### config.mk
export PLATFORM = sky130hd
export DESIGN_NAME = dsw_top
export DESIGN_NICKNAME = d
export VERILOG_FILES = /design/src/logic/dsw_pkg.sv /design/src/logic/dsw_sync.sv /design/src/logic/dsw_top.sv
export SDC_FILE = /design/constraint.sdc
export NUM_CORES = 1
export LEC_CHECK = 0
export ABC_AREA = 1
export CELL_PAD_IN_SITES_DETAIL_PLACEMENT = 1
export CELL_PAD_IN_SITES_GLOBAL_PLACEMENT = 2
export CORE_ASPECT_RATIO = 1.5
export CORE_MARGIN = 2
export CORE_UTILIZATION = 44
export CTS_BUF_LIST = sky130_fd_sc_hd__clkbuf_2 sky130_fd_sc_hd__clkbuf_4 sky130_fd_sc_hd__clkbuf_8
export DETAILED_ROUTE_END_ITERATION = 16
export DONT_BUFFER_PORTS = 1
export PLACE_DENSITY_LB_ADDON = 0.1
export SLEW_MARGIN = 20
export SYNTH_ARGS = -nofsm -noshare
export SYNTH_HDL_FRONTEND = slang
export SYNTH_SLANG_ARGS = --single-unit
### constraint.sdc
create_clock -name pclk -period 3.68 [get_ports pclk]
set_clock_uncertainty 0.15 [all_clocks]
set_input_delay 0.184 -clock pclk [delete_from_list [all_inputs] [get_ports pclk]]
set_output_delay 0.184 -clock pclk [all_outputs]
set_load 0.05 [all_outputs]
### src/logic/dsw_pkg.sv
/*
  constants, register map and carrier types of the drive status word encoder.
  assumes one pclk domain and an apb master with 8-bit byte addressing.
*/
package dsw_pkg;
  // word widths
  localparam int unsigned WORD_W = 16;
  localparam int unsigned APB_AW = 8;
  // status word bit positions
  localparam int unsigned BIT_FREQ_OK = 10;
  localparam int unsigned BIT_IN_OP = 11;
  localparam int unsigned BIT_TEMP_STOP = 12;
  localparam int unsigned BIT_VOLT = 13;
  localparam int unsigned BIT_TORQUE = 14;
  localparam int unsigned BIT_TIMER = 15;
  // relative scaling: 16'h4000 is one hundred percent
  localparam logic [15:0] FULL_SCALE = 16'h4000;
  localparam logic [15:0] POS_MAX = 16'h7fff;
  // register byte offsets
  localparam logic [7:0] OFS_SPEED_REF = 8'h00;
  localparam logic [7:0] OFS_LOW_LIM = 8'h04;
  localparam logic [7:0] OFS_HIGH_LIM = 8'h08;
  localparam logic [7:0] OFS_CUR_LIM = 8'h0c;
  localparam logic [7:0] OFS_STATUS = 8'h10;
  localparam logic [7:0] OFS_ACT_FREQ = 8'h14;
  localparam logic [7:0] OFS_IRQ_STAT = 8'h18;
  localparam logic [7:0] OFS_IRQ_MASK = 8'h1c;
  // register reset values
  localparam logic [15:0] RST_SPEED_REF = 16'h0000;
  localparam logic [15:0] RST_LOW_LIM = 16'h0000;
  localparam logic [15:0] RST_HIGH_LIM = 16'h4000;
  localparam logic [15:0] RST_CUR_LIM = 16'h4000;
  localparam logic [4:0] RST_IRQ_MASK = 5'h00;
  // interrupt status bit positions
  localparam int unsigned IRQ_TEMP = 0;
  localparam int unsigned IRQ_VOLT = 1;
  localparam int unsigned IRQ_TORQUE = 2;
  localparam int unsigned IRQ_TIMER = 3;
  localparam int unsigned IRQ_LINK = 4;
  localparam int unsigned IRQ_W = 5;
  // drive-side inputs, all asynchronous to pclk
  typedef struct packed {
    logic start_cmd;
    logic over_temp_halt;
    logic dc_under;
    logic dc_over;
    logic link_lost;
    logic comm_fault;
    logic [15:0] out_freq;
    logic [15:0] motor_current;
    logic [15:0] motor_timer;
    logic [15:0] drive_timer;
  } dsw_drive_in_t;
endpackage

### src/logic/dsw_sync.sv
/*
  two-flop synchroniser, one pair of flops per bit.
  assumes each bit is a slow level; multi-bit words are sampled while steady.
*/
`timescale 1ns/1ns
module dsw_sync #(
  parameter int unsigned WIDTH = 8
) (
  // clock and reset
  input wire logic pclk,
  input wire logic presetn,
  // data
  input wire logic [WIDTH-1:0] d,
  output logic [WIDTH-1:0] q
);
  // one pair of stages per bit
  for (genvar i = 0; i < WIDTH; i++) begin : g_bit
    logic meta_q; // first stage, read only by the second
    always_ff @(posedge pclk or negedge presetn) begin
      if (!presetn) begin
        meta_q <= 1'b0;
        q[i] <= 1'b0;
      end else begin
        meta_q <= d[i];
        q[i] <= meta_q;
      end
    end
  end
endmodule

### src/logic/dsw_top.sv
/*
  drive status word encoder: builds status bits 10..15, passes the actual
  frequency word, holds the bus speed reference, apb register file, irq.
  assumes drive inputs are slow levels from another domain and an apb3 master.
*/
// Local design decisions: the placing of the registers and the APB register port.
`timescale 1ns/1ns
// Summary of operation
// - bit 11 set on start or nonzero frequency
// - bit 12 set during non-tripping overtemperature stop
// - bit 13 set when dc link out of range
// - bit 14 set when current exceeds limit
// - bit 15 set when either thermal timer exceeds full
// - whole word zero on link loss or fault
// - speed reference 16-bit, 16'h4000 equals 100 percent
// - negative reference values in two's complement
// - actual frequency word uses reference scaling
// - bit 10 set while frequency inside limits
module dsw_top (
  // clock and reset
  input wire logic pclk,
  input wire logic presetn,
  // apb slave
  input wire logic [7:0] paddr,
  input wire logic psel,
  input wire logic penable,
  input wire logic pwrite,
  input wire logic [31:0] pwdata,
  output logic [31:0] prdata,
  output logic pready,
  output logic pslverr,
  // drive-side inputs
  input wire dsw_pkg::dsw_drive_in_t drv_in,
  // fieldbus-side words
  output logic [15:0] drive_status_word,
  output logic [15:0] actual_output_frequency_word,
  output logic [15:0] speed_reference_word,
  // interrupt
  output logic irq
);

  // synchronised drive inputs
  dsw_pkg::dsw_drive_in_t s;
  // apb handshake state
  logic pready_q;
  logic [31:0] prdata_q;
  logic pslverr_q;
  // software registers
  logic [15:0] speed_ref_q;
  logic [15:0] low_lim_q;
  logic [15:0] high_lim_q;
  logic [15:0] cur_lim_q;
  logic [dsw_pkg::IRQ_W-1:0] irq_stat_q;
  logic [dsw_pkg::IRQ_W-1:0] irq_mask_q;
  logic irq_q;
  // assembled words
  logic [15:0] status_q;
  logic [15:0] status_d;
  logic [15:0] act_freq_q;
  // helpers
  logic link_ok;
  logic [16:0] freq_mag;
  logic freq_nonzero;
  logic freq_in_lim;
  logic cur_over;
  logic timer_over;
  logic acc;
  logic wr_en;
  logic rd_en;
  logic addr_hit;
  logic [dsw_pkg::IRQ_W-1:0] evt;
  logic [dsw_pkg::IRQ_W-1:0] evt_lvl;
  logic [dsw_pkg::IRQ_W-1:0] evt_lvl_q;
  logic [dsw_pkg::IRQ_W-1:0] w1c;

  // two-flop crossing for every drive input bit
  dsw_sync #(
    .WIDTH($bits(dsw_pkg::dsw_drive_in_t))
  ) u_sync (
    .pclk(pclk),
    .presetn(presetn),
    .d(drv_in),
    .q(s)
  );

  // link health: loss or internal fault blanks the word
  assign link_ok = !s.link_lost && !s.comm_fault;

  // magnitude of signed frequency, 17 bits so -32768 fits
  always_comb begin
    if (s.out_freq[15]) begin
      freq_mag = 17'h00000 - {1'b1, s.out_freq};
    end else begin
      freq_mag = {1'b0, s.out_freq};
    end
  end

  // running when any frequency is produced
  assign freq_nonzero = (s.out_freq != 16'h0000);
  // strictly between limits; reaching either drops the bit
  assign freq_in_lim = (freq_mag > {1'b0, low_lim_q}) &&
                       (freq_mag < {1'b0, high_lim_q});
  // current above software limit
  assign cur_over = (s.motor_current > cur_lim_q);
  // either thermal timer past full scale
  assign timer_over = (s.motor_timer > dsw_pkg::FULL_SCALE) ||
                      (s.drive_timer > dsw_pkg::FULL_SCALE);

  // status word assembly; bits 0..9 are outside this block
  always_comb begin
    status_d = 16'h0000;
    status_d[dsw_pkg::BIT_FREQ_OK] = freq_in_lim;
    status_d[dsw_pkg::BIT_IN_OP] = s.start_cmd || freq_nonzero;
    status_d[dsw_pkg::BIT_TEMP_STOP] = s.over_temp_halt;
    status_d[dsw_pkg::BIT_VOLT] = s.dc_under || s.dc_over;
    status_d[dsw_pkg::BIT_TORQUE] = cur_over;
    status_d[dsw_pkg::BIT_TIMER] = timer_over;
    // blanking overrides every bit
    if (!link_ok) begin
      status_d = 16'h0000;
    end
  end

  // status word register, once per clock
  always_ff @(posedge pclk or negedge presetn) begin
    if (!presetn) begin
      status_q <= 16'h0000;
    end else begin
      status_q <= status_d;
    end
  end

  // actual frequency passes in the reference scaling unchanged
  always_ff @(posedge pclk or negedge presetn) begin
    if (!presetn) begin
      act_freq_q <= 16'h0000;
    end else begin
      act_freq_q <= s.out_freq;
    end
  end

  // apb decode: one wait state, then pready for one cycle
  assign acc = psel && penable;
  assign wr_en = acc && pready_q && pwrite;
  assign rd_en = acc && !pready_q && !pwrite;
  always_comb begin
    unique case (paddr)
      dsw_pkg::OFS_SPEED_REF, dsw_pkg::OFS_LOW_LIM,
      dsw_pkg::OFS_HIGH_LIM, dsw_pkg::OFS_CUR_LIM,
      dsw_pkg::OFS_STATUS, dsw_pkg::OFS_ACT_FREQ,
      dsw_pkg::OFS_IRQ_STAT, dsw_pkg::OFS_IRQ_MASK: begin
        addr_hit = 1'b1;
      end
      default: begin
        addr_hit = 1'b0;
      end
    endcase
  end

  // pready and error, answered one cycle into the access phase
  always_ff @(posedge pclk or negedge presetn) begin
    if (!presetn) begin
      pready_q <= 1'b0;
      pslverr_q <= 1'b0;
    end else begin
      pready_q <= acc && !pready_q;
      pslverr_q <= acc && !pready_q && !addr_hit;
    end
  end

  // read data, captured together with pready
  always_ff @(posedge pclk or negedge presetn) begin
    if (!presetn) begin
      prdata_q <= 32'h00000000;
    end else if (rd_en) begin
      unique case (paddr)
        dsw_pkg::OFS_SPEED_REF: begin
          prdata_q <= {16'h0000, speed_ref_q};
        end
        dsw_pkg::OFS_LOW_LIM: begin
          prdata_q <= {16'h0000, low_lim_q};
        end
        dsw_pkg::OFS_HIGH_LIM: begin
          prdata_q <= {16'h0000, high_lim_q};
        end
        dsw_pkg::OFS_CUR_LIM: begin
          prdata_q <= {16'h0000, cur_lim_q};
        end
        dsw_pkg::OFS_STATUS: begin
          prdata_q <= {16'h0000, status_q};
        end
        dsw_pkg::OFS_ACT_FREQ: begin
          prdata_q <= {16'h0000, act_freq_q};
        end
        dsw_pkg::OFS_IRQ_STAT: begin
          prdata_q <= {27'h0000000, irq_stat_q};
        end
        dsw_pkg::OFS_IRQ_MASK: begin
          prdata_q <= {27'h0000000, irq_mask_q};
        end
        default: begin
          prdata_q <= 32'h00000000;
        end
      endcase
    end else if (!acc) begin
      prdata_q <= 32'h00000000;
    end
  end

  // speed reference: full 16-bit signed word, 16'h4000 is 100 percent
  always_ff @(posedge pclk or negedge presetn) begin
    if (!presetn) begin
      speed_ref_q <= dsw_pkg::RST_SPEED_REF;
    end else if (wr_en && paddr == dsw_pkg::OFS_SPEED_REF) begin
      speed_ref_q <= pwdata[15:0];
    end
  end

  // speed and current limits
  always_ff @(posedge pclk or negedge presetn) begin
    if (!presetn) begin
      low_lim_q <= dsw_pkg::RST_LOW_LIM;
      high_lim_q <= dsw_pkg::RST_HIGH_LIM;
      cur_lim_q <= dsw_pkg::RST_CUR_LIM;
    end else if (wr_en) begin
      if (paddr == dsw_pkg::OFS_LOW_LIM) begin
        low_lim_q <= pwdata[15:0];
      end
      if (paddr == dsw_pkg::OFS_HIGH_LIM) begin
        high_lim_q <= pwdata[15:0];
      end
      if (paddr == dsw_pkg::OFS_CUR_LIM) begin
        cur_lim_q <= pwdata[15:0];
      end
    end
  end

  // event levels: fault bits and link loss
  assign evt_lvl = {!link_ok, status_d[dsw_pkg::BIT_TIMER],
                    status_d[dsw_pkg::BIT_TORQUE], status_d[dsw_pkg::BIT_VOLT],
                    status_d[dsw_pkg::BIT_TEMP_STOP]};
  // rising edges become events
  assign evt = evt_lvl & ~evt_lvl_q;
  // write-one-to-clear pattern
  assign w1c = (wr_en && paddr == dsw_pkg::OFS_IRQ_STAT) ?
               pwdata[dsw_pkg::IRQ_W-1:0] : '0;

  // previous event levels for edge detection
  always_ff @(posedge pclk or negedge presetn) begin
    if (!presetn) begin
      evt_lvl_q <= '0;
    end else begin
      evt_lvl_q <= evt_lvl;
    end
  end

  // sticky interrupt status; a new event beats a clear
  always_ff @(posedge pclk or negedge presetn) begin
    if (!presetn) begin
      irq_stat_q <= '0;
    end else begin
      irq_stat_q <= (irq_stat_q & ~w1c) | evt;
    end
  end

  // interrupt mask
  always_ff @(posedge pclk or negedge presetn) begin
    if (!presetn) begin
      irq_mask_q <= dsw_pkg::RST_IRQ_MASK;
    end else if (wr_en && paddr == dsw_pkg::OFS_IRQ_MASK) begin
      irq_mask_q <= pwdata[dsw_pkg::IRQ_W-1:0];
    end
  end

  // level interrupt from masked status
  always_ff @(posedge pclk or negedge presetn) begin
    if (!presetn) begin
      irq_q <= 1'b0;
    end else begin
      irq_q <= |(irq_stat_q & irq_mask_q);
    end
  end

  // outputs straight from flops
  assign prdata = prdata_q;
  assign pready = pready_q;
  assign pslverr = pslverr_q;
  assign drive_status_word = status_q;
  assign actual_output_frequency_word = act_freq_q;
  assign speed_reference_word = speed_ref_q;
  assign irq = irq_q;

  // running flag follows start or frequency one cycle later
  in_op_flag_a: assert property (
    @(posedge pclk) disable iff (!presetn)
    (link_ok && (s.start_cmd || freq_nonzero)) |=> drive_status_word[11]
  ) else $error("in operation bit not set");

  // overtemperature stop flag tracks its input
  temp_stop_flag_a: assert property (
    @(posedge pclk) disable iff (!presetn)
    link_ok |=> (drive_status_word[12] == $past(s.over_temp_halt))
  ) else $error("temperature stop bit wrong");

  // dc link flag clear without under or over voltage
  volt_flag_a: assert property (
    @(posedge pclk) disable iff (!presetn)
    (link_ok && !s.dc_under && !s.dc_over) |=> !drive_status_word[13]
  ) else $error("voltage bit set without warning");

  // torque flag against current limit
  torque_flag_a: assert property (
    @(posedge pclk) disable iff (!presetn)
    (link_ok && s.motor_current > cur_lim_q) |=> drive_status_word[14]
  ) else $error("torque bit not set over limit");

  // timer flag cleared while both timers at or below full
  timer_flag_a: assert property (
    @(posedge pclk) disable iff (!presetn)
    (s.motor_timer <= 16'h4000 && s.drive_timer <= 16'h4000)
      |=> !drive_status_word[15]
  ) else $error("timer bit set at or below full scale");

  // lost link blanks the whole word
  link_blank_a: assert property (
    @(posedge pclk) disable iff (!presetn)
    !link_ok |=> (drive_status_word == 16'h0000)
  ) else $error("status word not blanked on link loss");

  // reference changes only by a completed write
  ref_write_a: assert property (
    @(posedge pclk) disable iff (!presetn)
    !$stable(speed_reference_word) |->
      $past(wr_en) && ($past(paddr) == 8'h00)
  ) else $error("speed reference changed without write");

  // actual frequency word copies the signed input
  act_freq_copy_a: assert property (
    @(posedge pclk) disable iff (!presetn)
    1'b1 |=> (actual_output_frequency_word == $past(s.out_freq))
  ) else $error("actual frequency word not copied");

  // frequency limit flag drops when a limit is reached
  freq_lim_flag_a: assert property (
    @(posedge pclk) disable iff (!presetn)
    (freq_mag >= {1'b0, high_lim_q} || freq_mag <= {1'b0, low_lim_q})
      |=> !drive_status_word[10]
  ) else $error("frequency limit bit set at limit");

  // word is zero at the first edge after reset release
  reset_zero_a: assert property (
    @(posedge pclk)
    $rose(presetn) |-> (drive_status_word == 16'h0000)
  ) else $error("status word not zero after reset");

endmodule

==> flow_metrics.tcl, run 1 <==
set metrics [dict create \
    grt-ovfl-total 0 \
    relSlewSlack_pct 45.9 \
    p_total_w 0.00600 \
    post_cts_buffers 0 \
    cts-root-buf "clkbuf_8" \
    p_per_area_nw_per_um2 476 \
    finalHoldViolCount 256 \
    synth_ff_type "dfrtp_1" \
    initial_core_util_pct 44.4 \
    synth_edf_count 0 \
    final_cell_mix "nand2_1, dfrtp_1, inv_1" \
    gp_congestion 0.859 \
    p_int_w 0.00455 \
    cts.sinks 256 \
    setup_viol 0 \
    ys_seq_area_share_pct 61.2 \
    first_pass_iters 4 \
    ant_nets 0 \
    portBuffers 0 \
    fp.dieW_um 130 \
    drv_slew 0 \
    critical_path_class "reg2reg" \
    viasPerCell 4.90 \
    wirelength_um 29700 \
    path_clk_slew_ps 70 \
    antenna_found_initial 0 \
    num-fill-cells 2621 \
    async_reset_ff_share_pct 100 \
    grt_pass1_wl_um 45600 \
    vias 7557 \
    placed_cells 1367 \
    fin_crit_sh_pct 77.3 \
    ys.warnings.count 0 \
    tritoncts "yes" \
    r2r_cells 12 \
    combinationalPowerShare_pct 6.4 \
    rows 69 \
    nets 1355 \
    worst_slew_pin_slew_ps 810 \
    rsz0062_at_grt "false" \
    power_frac_seq_pct 50.2 \
    min_period_ps 2850 \
    syn_inst 1067 \
    cts_made_buffers 39 \
    final_cells 1541 \
    finalSetupTns_ps 0 \
    die_height_um 193 \
    failed_checks "hold timing" \
    grtUsageTotal_pct 24.6 \
    cap_violations 0 \
    swShare_pct 24.2 \
    worst_hold_slack_ps -812 \
    min_path_type "in2async" \
    r2r_slack_ps 830 \
    status "complete, but fails checks" \
    num_antenna_cells 0 \
    r2r-start "u_sync.q[48]" \
    die-area_um2 25100 \
    cts-htree-levels 2 \
    wl_per_cell_um 19.3 \
    place_ws_ps 793 \
    grt_pass1_vias 8256 \
    grt_max_degree 257 \
    end_kind "flip-flop" \
    ctsHoldBuffers 103 \
    synth_seq_cells 256 \
    insertion_delay_ps 560 \
    avgSynthCellArea_um2 9.81 \
    cts_buffer_depth 3 \
    drc 0 \
    drt_iter0_drc 289 \
    synthDistinctLibCells 36 \
    worstPathMaxFanout 4 \
    crit_required_ps 3980 \
    p_leak_nw 6.05 \
    drive_gt1_share_pct 7.86 \
    setup_ws_ps 834 \
    power_switching_w 0.00145 \
    worstReg2RegEnd "drive_status_word[10]" \
    worst_ir_drop_vdd_mv 0.382 \
    clkPwrFrac_pct 43.4 \
    dp_hpwl_um 20100 \
    cts_resized 0 \
    syn_to_final_growth_pct 20.5 \
    ioPinCount 198 \
    startpoint_type "flip-flop" \
    final_common_cell "nand2_1" \
    syn_area_um2 10500 \
    fp.coreArea_um2 23600 \
    fmax_mhz 351 \
    arrival_ps 3150 \
]
[worst max-delay path by stage]
stage / endpoint / cells past startpoint / slack (ps) / startpoint
after floorplan: drive_status_word[10] / 16 / 1390 / u_sync.q[48]
after global placement: drive_status_word[10] / 12 / 860 / u_sync.q[48]
after detailed placement: drive_status_word[10] / 12 / 790 / u_sync.q[48]
after CTS: drive_status_word[10] / 12 / 780 / u_sync.q[48]
after global routing: drive_status_word[10] / 12 / 500 / u_sync.q[48]
final: drive_status_word[10] / 12 / 830 / u_sync.q[48]
[cells in the mapped netlist, types with 3 or more instances]
cell type	instances	share of area (%)
nand2_1	276	9.9
dfrtp_1	254	61
inv_1	120	4.3
nand3_1	75	3.6
nor2_1	74	2.7
o21ai_0	72	3.4
ha_1	48	5.7
buf_4	31	2.2
a21oi_1	20	0.96
o21ai_1	19	0.91
buf_2	11	0.53
clkbuf_1	11	0.39
xor2_1	9	0.75
nand4_1	8	0.48
nand3_2	3	0.29
nor2_2	3	0.18
o21bai_1	3	0.22
[kinds of logic after synthesis]
group           synth area share [%]
buf+inv                         7.70
flops                           61.2
xor+xnor                       0.921
other cells                   0.0358
fa+ha+maj                       5.74
compound gates                  6.18
simple gates                    18.2
[flip-flops by register name (all words and copies together) (netlist names)]
name / flops
actual_output_frequency_word: 16
pslverr: 1
u_sync.g_bit.meta_q: 70
pready: 1
irq: 1
drive_status_word: 2
speed_reference_word: 16
irq_mask_q: 5
cur_lim_q: 16
low_lim_q: 16
u_sync.q: 70
irq_stat_q: 5
evt_lvl_q: 5
prdata: 16
high_lim_q: 16
[worst max-delay path: stages (launching register included)]
cell     delay, ps
dfrtp_1        400
inv_1          170
nand4_1        160
nor2_1         320
nand4_1        220
nor4_1         460
ha_1           350
nand3_1        150
a21oi_1         60
nor2_1         100
nand3_1         80
nand2_1         70
nor2_1          40
[power by group through the flow]
stage	logic, W	registers, W	clock network [W]
global route	0.000427	0.00302	0.00280
finish	0.000384	0.00301	0.00260
CTS	0.000382	0.00301	0.00266
detailed placement	0.000296	0.00306	0
floorplan	0.000256	0.00303	0
global placement	0.000288	0.00305	0
[final cells by class]
type / instances / area (µm²) / share of cell area, %
multi-input combinational: 660 / 3350 / 26.5
tap: 319 / 399 / 3.17
inverter: 120 / 450 / 3.57
sequential: 256 / 6410 / 50.8
timing repair buffer: 115 / 1120 / 8.89
clock buffer: 62 / 778 / 6.17
clock inverter: 9 / 104 / 0.824
[per-layer routing]
metal | routed length [µm] | global-route usage [%] | vias to the layer above | part of all wire (%)
li1 | - | - | 3586 | -
met4 | 1410 | 12.0 | 0 | 4.7
met5 | 0 | 0 | - | 0
met3 | 1630 | 5.30 | 57 | 5.5
met2 | 15700 | 44.2 | 196 | 53
met1 | 11000 | 27.3 | 3718 | 37
[through the flow]
stage / util (%) / cell area (µm²) / hold WS (ps)
floorplan: - / 10600 / -262
global placement: 45.4 / 10700 / -255
detailed placement: 45.4 / 10700 / -255
CTS: 53.5 / 12600 / -848
global route: 53.5 / 12600 / -839
finish: 53.5 / 12600 / -812
Note: power is estimated with default switching activity, not from simulation.
==> run 2: changes to the inputs <==
- CORE_UTILIZATION: 44 -> 41
- clock period: 3.68 -> 2.8 ns (I/O delays scaled with it)
==> run 2 against run 1 <==
The flow still finishes with violations (hold timing). Non-clock buffer count grew 83. Wire length grew 11%. Sequential share of layout area decreased by 3.3 points. Die area rose by 7.1%. Power is 34% higher. Combinational power is 59% higher. Count of clock-buffer cells in the layout increased by 5. Critical path type unchanged.
==> flow_metrics.tcl, run 2 (synthesis gave the netlist of run 1 again) <==
set metrics [dict create \
    grt_max_degree 257 \
    wirelength_um 32900 \
    path_clk_slew_ps 60 \
    drt_iter0_drc 258 \
    drc 0 \
    worst_slew_pin_slew_ps 892 \
    largestRegisters "u_sync.g_bit.meta_q: 70 flops, u_sync.q: 70 flops" \
    finalHoldViolCount 256 \
    postLayoutCoreUtil_pct 53.9 \
    cts_made_buffers 40 \
    die_height_um 200 \
    final_cells 1635 \
    cts.sinks 256 \
    failed_checks "hold timing" \
    gp_congestion 0.810 \
    cts-htree-levels 2 \
    fp.coreArea_um2 25100 \
    antenna_found_initial 0 \
    status "complete, but fails checks" \
    p_leak_nw 6.42 \
    wl_per_cell_um 20.1 \
    crit_required_ps 3090 \
    setup_viol 0 \
    setup_ws_ps 225 \
    first_pass_iters 4 \
    initial_core_util_pct 41.8 \
    fin_crit_sh_pct 92.0 \
    arrival_ps 2870 \
    dp_hpwl_um 20500 \
    relSlewSlack_pct 40.5 \
    rows 71 \
    drv_slew 0 \
    final_common_cell "nand2_1" \
    grtUsageTotal_pct 25.4 \
    ioPinCount 198 \
    tritoncts "yes" \
    drive_gt1_share_pct 9.33 \
    worstPathMaxFanout 4 \
    placed_cells 1384 \
    finalSetupTns_ps 0 \
    insertion_delay_ps 550 \
    place_ws_ps 1.24 \
    cts_buffer_depth 3 \
    min_period_ps 2570 \
    grt-ovfl-total 0 \
    num_antenna_cells 0 \
    die-area_um2 26800 \
    grt_pass1_wl_um 50600 \
    cap_violations 0 \
    min_path_type "in2async" \
    worst_ir_drop_vdd_mv 0.538 \
    fmax_mhz 388 \
    nets 1439 \
    ctsHoldBuffers 174 \
    viasPerCell 4.85 \
    end_kind "flip-flop" \
    startpoint_type "flip-flop" \
    grt_pass1_vias 8891 \
    worst_hold_slack_ps -855 \
    p_per_area_nw_per_um2 597 \
    final_cell_mix "nand2_1, dfrtp_1, dlygate4sd3_1" \
    vias 7925 \
    portBuffers 0 \
    syn_to_final_growth_pct 28.9 \
    cts-root-buf "clkbuf_8" \
    fp.dieW_um 134 \
    p_total_w 0.00805 \
    ant_nets 0 \
    critical_path_class "reg2reg" \
]
-- run 2: cell count changes in the layout (fill, tap and decap cells not counted), moves of 2 or more --
cell and delta:
dlygate4sd3_1 +71, buf_4 +12, clkbuf_8 +4, inv_1 -3, inv_2 +3, nand3_1 -2
xor2_1 -2, xor2_2 +2
-- run 2: timing repair --
item,CTS,global route
gates resized for setup,1,14
pin swaps,0,5
buffers inserted,0,4
hold endpoints to repair,418,256
cloned,0,0
endpoints found under the setup margin,1,1
-- run 2: metal layers --
| metal | share of wire (%) | GRT usage [%] |
|---|---|---|
| met1 | 36 | 26.5 |
| met2 | 55 | 48.4 |
| met3 | 4.8 | 5.33 |
| met4 | 4.5 | 11.3 |
| met5 | 0 | 0 |
-- run 2: worst max-delay path, cell delays in order (launching register included) --
cell and delay (ps):
dfrtp_1 400, inv_2 70, buf_4 120, nand4_1 150, nor2_1 150, buf_4 160, nand4_1 160, nand2_1 150
xor2_2 180, ha_1 260, nand3_1 140, a21oi_1 60, nor2_1 110, nand3_1 100, nand2_1 80, nor2_1 40
-- run 2: final timing paths --
check,from,endpoint,slack [ps],depth (start not counted)
setup / recovery,u_sync.q[48],drive_status_word[10],230,15
hold / removal,presetn,u_sync.q[34],-860,0
setup reg to reg,u_sync.q[48],drive_status_word[10],230,15
hold reg to reg,u_sync.g_bit[53].meta_q,u_sync.q[53],190,0
max in group asynchronous,presetn,cur_lim_q[1],2620,0
min in group pclk,paddr[0],irq_mask_q[1],40,5
-- run 2: where the power goes --
part	internal [W]	leakage, nW	switching [W]
sequential	0.00382	3.17	0.000137
clock	0.00199	0.474	0.00150
combinational	0.000269	2.77	0.000340
-- run 2: final cells by class --
cell class | count | area (µm²)
clock buffer | 67 | 841
sequential | 256 | 6410
fill | 2780 | 11600
timing repair buffer | 198 | 1920
tap | 328 | 410
multi-input combinational | 660 | 3400
clock inverter | 6 | 60.1
inverter | 120 | 450
-- run 2: per-stage QoR --
stage               cell area, µm²  hold slack [ps]
CTS                          13400             -902
floorplan                    10600             -306
global placement             10800             -298
detailed placement           10800             -298
finish                       13500             -855
global route                 13500             -888
==> run 3: changes to the inputs <==
- TNS_END_PERCENT: not set -> 10
- clock period: 2.8 -> 2.5 ns (I/O delays scaled with it)
==> run 3 against run 2 <==
The flow still finishes with violations (hold timing). Combinational power grew 23%. Worst setup slack worse by 210 ps. Count of clock-buffer cells in the layout is 5 lower. Critical path depth is 1 higher. Critical endpoint unchanged.
==> flow_metrics.tcl, run 3 (synthesis gave the netlist of run 1 again) <==
set metrics [dict create \
    arrival_ps 2780 \
    failed_checks "hold timing" \
    place_ws_ps -148 \
    swShare_pct 24.5 \
    crit_family "simple AND/OR/NAND/NOR gates" \
    antenna_found_initial 1 \
    drv_slew 0 \
    crit_path_top_delay_cell "dfrtp_1" \
    drt_iter0_drc 264 \
    power_frac_seq_pct 48.9 \
    end_kind "flip-flop" \
    p_leak_nw 6.50 \
    initial_core_util_pct 41.8 \
    gp_congestion 0.817 \
    largestRegisters "u_sync.g_bit.meta_q: 70 flops, u_sync.q: 70 flops" \
    critical_path_class "reg2reg" \
    min_period_ps 2480 \
    drc 0 \
    die-area_um2 26800 \
    relSlewSlack_pct 44.0 \
    ant_nets 0 \
    grt_pass1_wl_um 51300 \
    grt_pass1_vias 8988 \
    setup_viol 0 \
    fin_crit_sh_pct 99.3 \
    worst_ir_drop_vdd_mv 0.496 \
    fp.dieW_um 134 \
    ioPinCount 198 \
    path_clk_slew_ps 60 \
    nets 1453 \
    wl_per_cell_um 20.0 \
    drive_gt1_share_pct 11.1 \
    startpoint "u_sync.q[48]" \
    status "complete, but fails checks" \
    portBuffers 0 \
    placed_cells 1397 \
    max_stage_delay_ps 410 \
    crit_required_ps 2800 \
    setup_ws_ps 18.2 \
    grtUsageTotal_pct 25.6 \
    final_common_cell "nand2_1" \
    path_buf_inv 2 \
    insertion_delay_ps 550 \
    ctsHoldBuffers 174 \
    worstPathMaxFanout 4 \
    finalHoldViolCount 256 \
    cts_made_buffers 40 \
    syn_to_final_growth_pct 30.8 \
    grt_max_degree 257 \
    die_height_um 200 \
    fin_area_um2 13700 \
    vias 7974 \
    cts.sinks 256 \
    final_cell_mix "nand2_1, dfrtp_1, dlygate4sd3_1" \
    r2r-start "u_sync.q[48]" \
    fmax_mhz 403 \
    viasPerCell 4.84 \
    min_path_type "in2async" \
    cap_violations 0 \
    fp.coreArea_um2 25100 \
    worst_slew_pin_slew_ps 839 \
    combinationalPowerShare_pct 8.3 \
    rows 71 \
    cts-root-buf "clkbuf_8" \
    startpoint_type "flip-flop" \
    rsz0062_at_grt "true" \
    cp_common_cell "nand2_1" \
    dp_hpwl_um 20700 \
    p_int_w 0.00681 \
    power_switching_w 0.00221 \
    path_cells "inv_2 > ha_4 > nand4_1 > inv_2 > nand4_1 > nand2_2 > xor2_2 > ha_1 > nand2_1 > nand2_1 > nand2_1 > a21oi_2 > nor2_1 > nand3_1 > nand2_1 > nor2_1" \
    grt-ovfl-total 0 \
    wirelength_um 33000 \
    cts_buffer_depth 3 \
    worst_hold_slack_ps -888 \
    cts-htree-levels 2 \
    dpl_cell_area_um2 10900 \
    tritoncts "yes" \
    first_pass_iters 4 \
    p_per_area_nw_per_um2 659 \
    clkPwrFrac_pct 42.8 \
    final_cells 1649 \
]
## run 3: metrics by stage
step	power (W)	TNS [ps]	util, %
floorplan	0.00484	0	-
global placement	0.00496	-44.1	43.5
detailed placement	0.00497	-148	43.5
CTS	0.00905	-5.25	54.3
global route	0.00938	-172	54.6
finish	0.00902	0	54.6
## run 3: what timing repair did
action                                 CTS  global route
setup buffers                            2             3
resized for setup                       18            11
setup endpoints to repair                1             1
endpoints found under the hold margin  418           256
pin swaps                               15            11
## run 3: layout make-up
class / count / area [µm²]
Antenna cell: 1 / 2.50
Clock buffer: 62 / 778
Clock inverter: 10 / 106
Fill cell: 2741 / 11400
Inverter: 120 / 450
Multi-Input combinational cell: 660 / 3480
Sequential cell: 256 / 6410
Tap cell: 328 / 410
Timing Repair Buffer: 212 / 2050
## run 3: final timing paths
path                            slack (ps)  cells past startpoint                  endpoint
worst max-delay path                    20                     16     drive_status_word[10]
worst min-delay path                  -890                      0              u_sync.q[34]
worst max register to register          20                     16     drive_status_word[10]
worst min register to register         190                      0              u_sync.q[55]
max in group asynchronous             2390                      0  speed_reference_word[15]
min in group pclk                       10                      4             irq_mask_q[2]
## run 3: power by group through the flow
stage | clock (W) | sequential [W] | combinational, W
after global placement | 0 | 0.00447 | 0.000483
after CTS | 0.00394 | 0.00440 | 0.000714
final | 0.00386 | 0.00441 | 0.000749
after detailed placement | 0 | 0.00448 | 0.000492
after global routing | 0.00414 | 0.00442 | 0.000821
after floorplan | 0 | 0.00446 | 0.000377
## run 3: routing by layer
metal / vias to the layer above / wire, µm / global-route usage [%]
li1: 3776 / - / -
met2: 202 / 17400 / 46.1
met1: 3924 / 12100 / 28.0
met5: - / 0 / 0
met4: 0 / 1850 / 14.6
met3: 72 / 1600 / 5.23
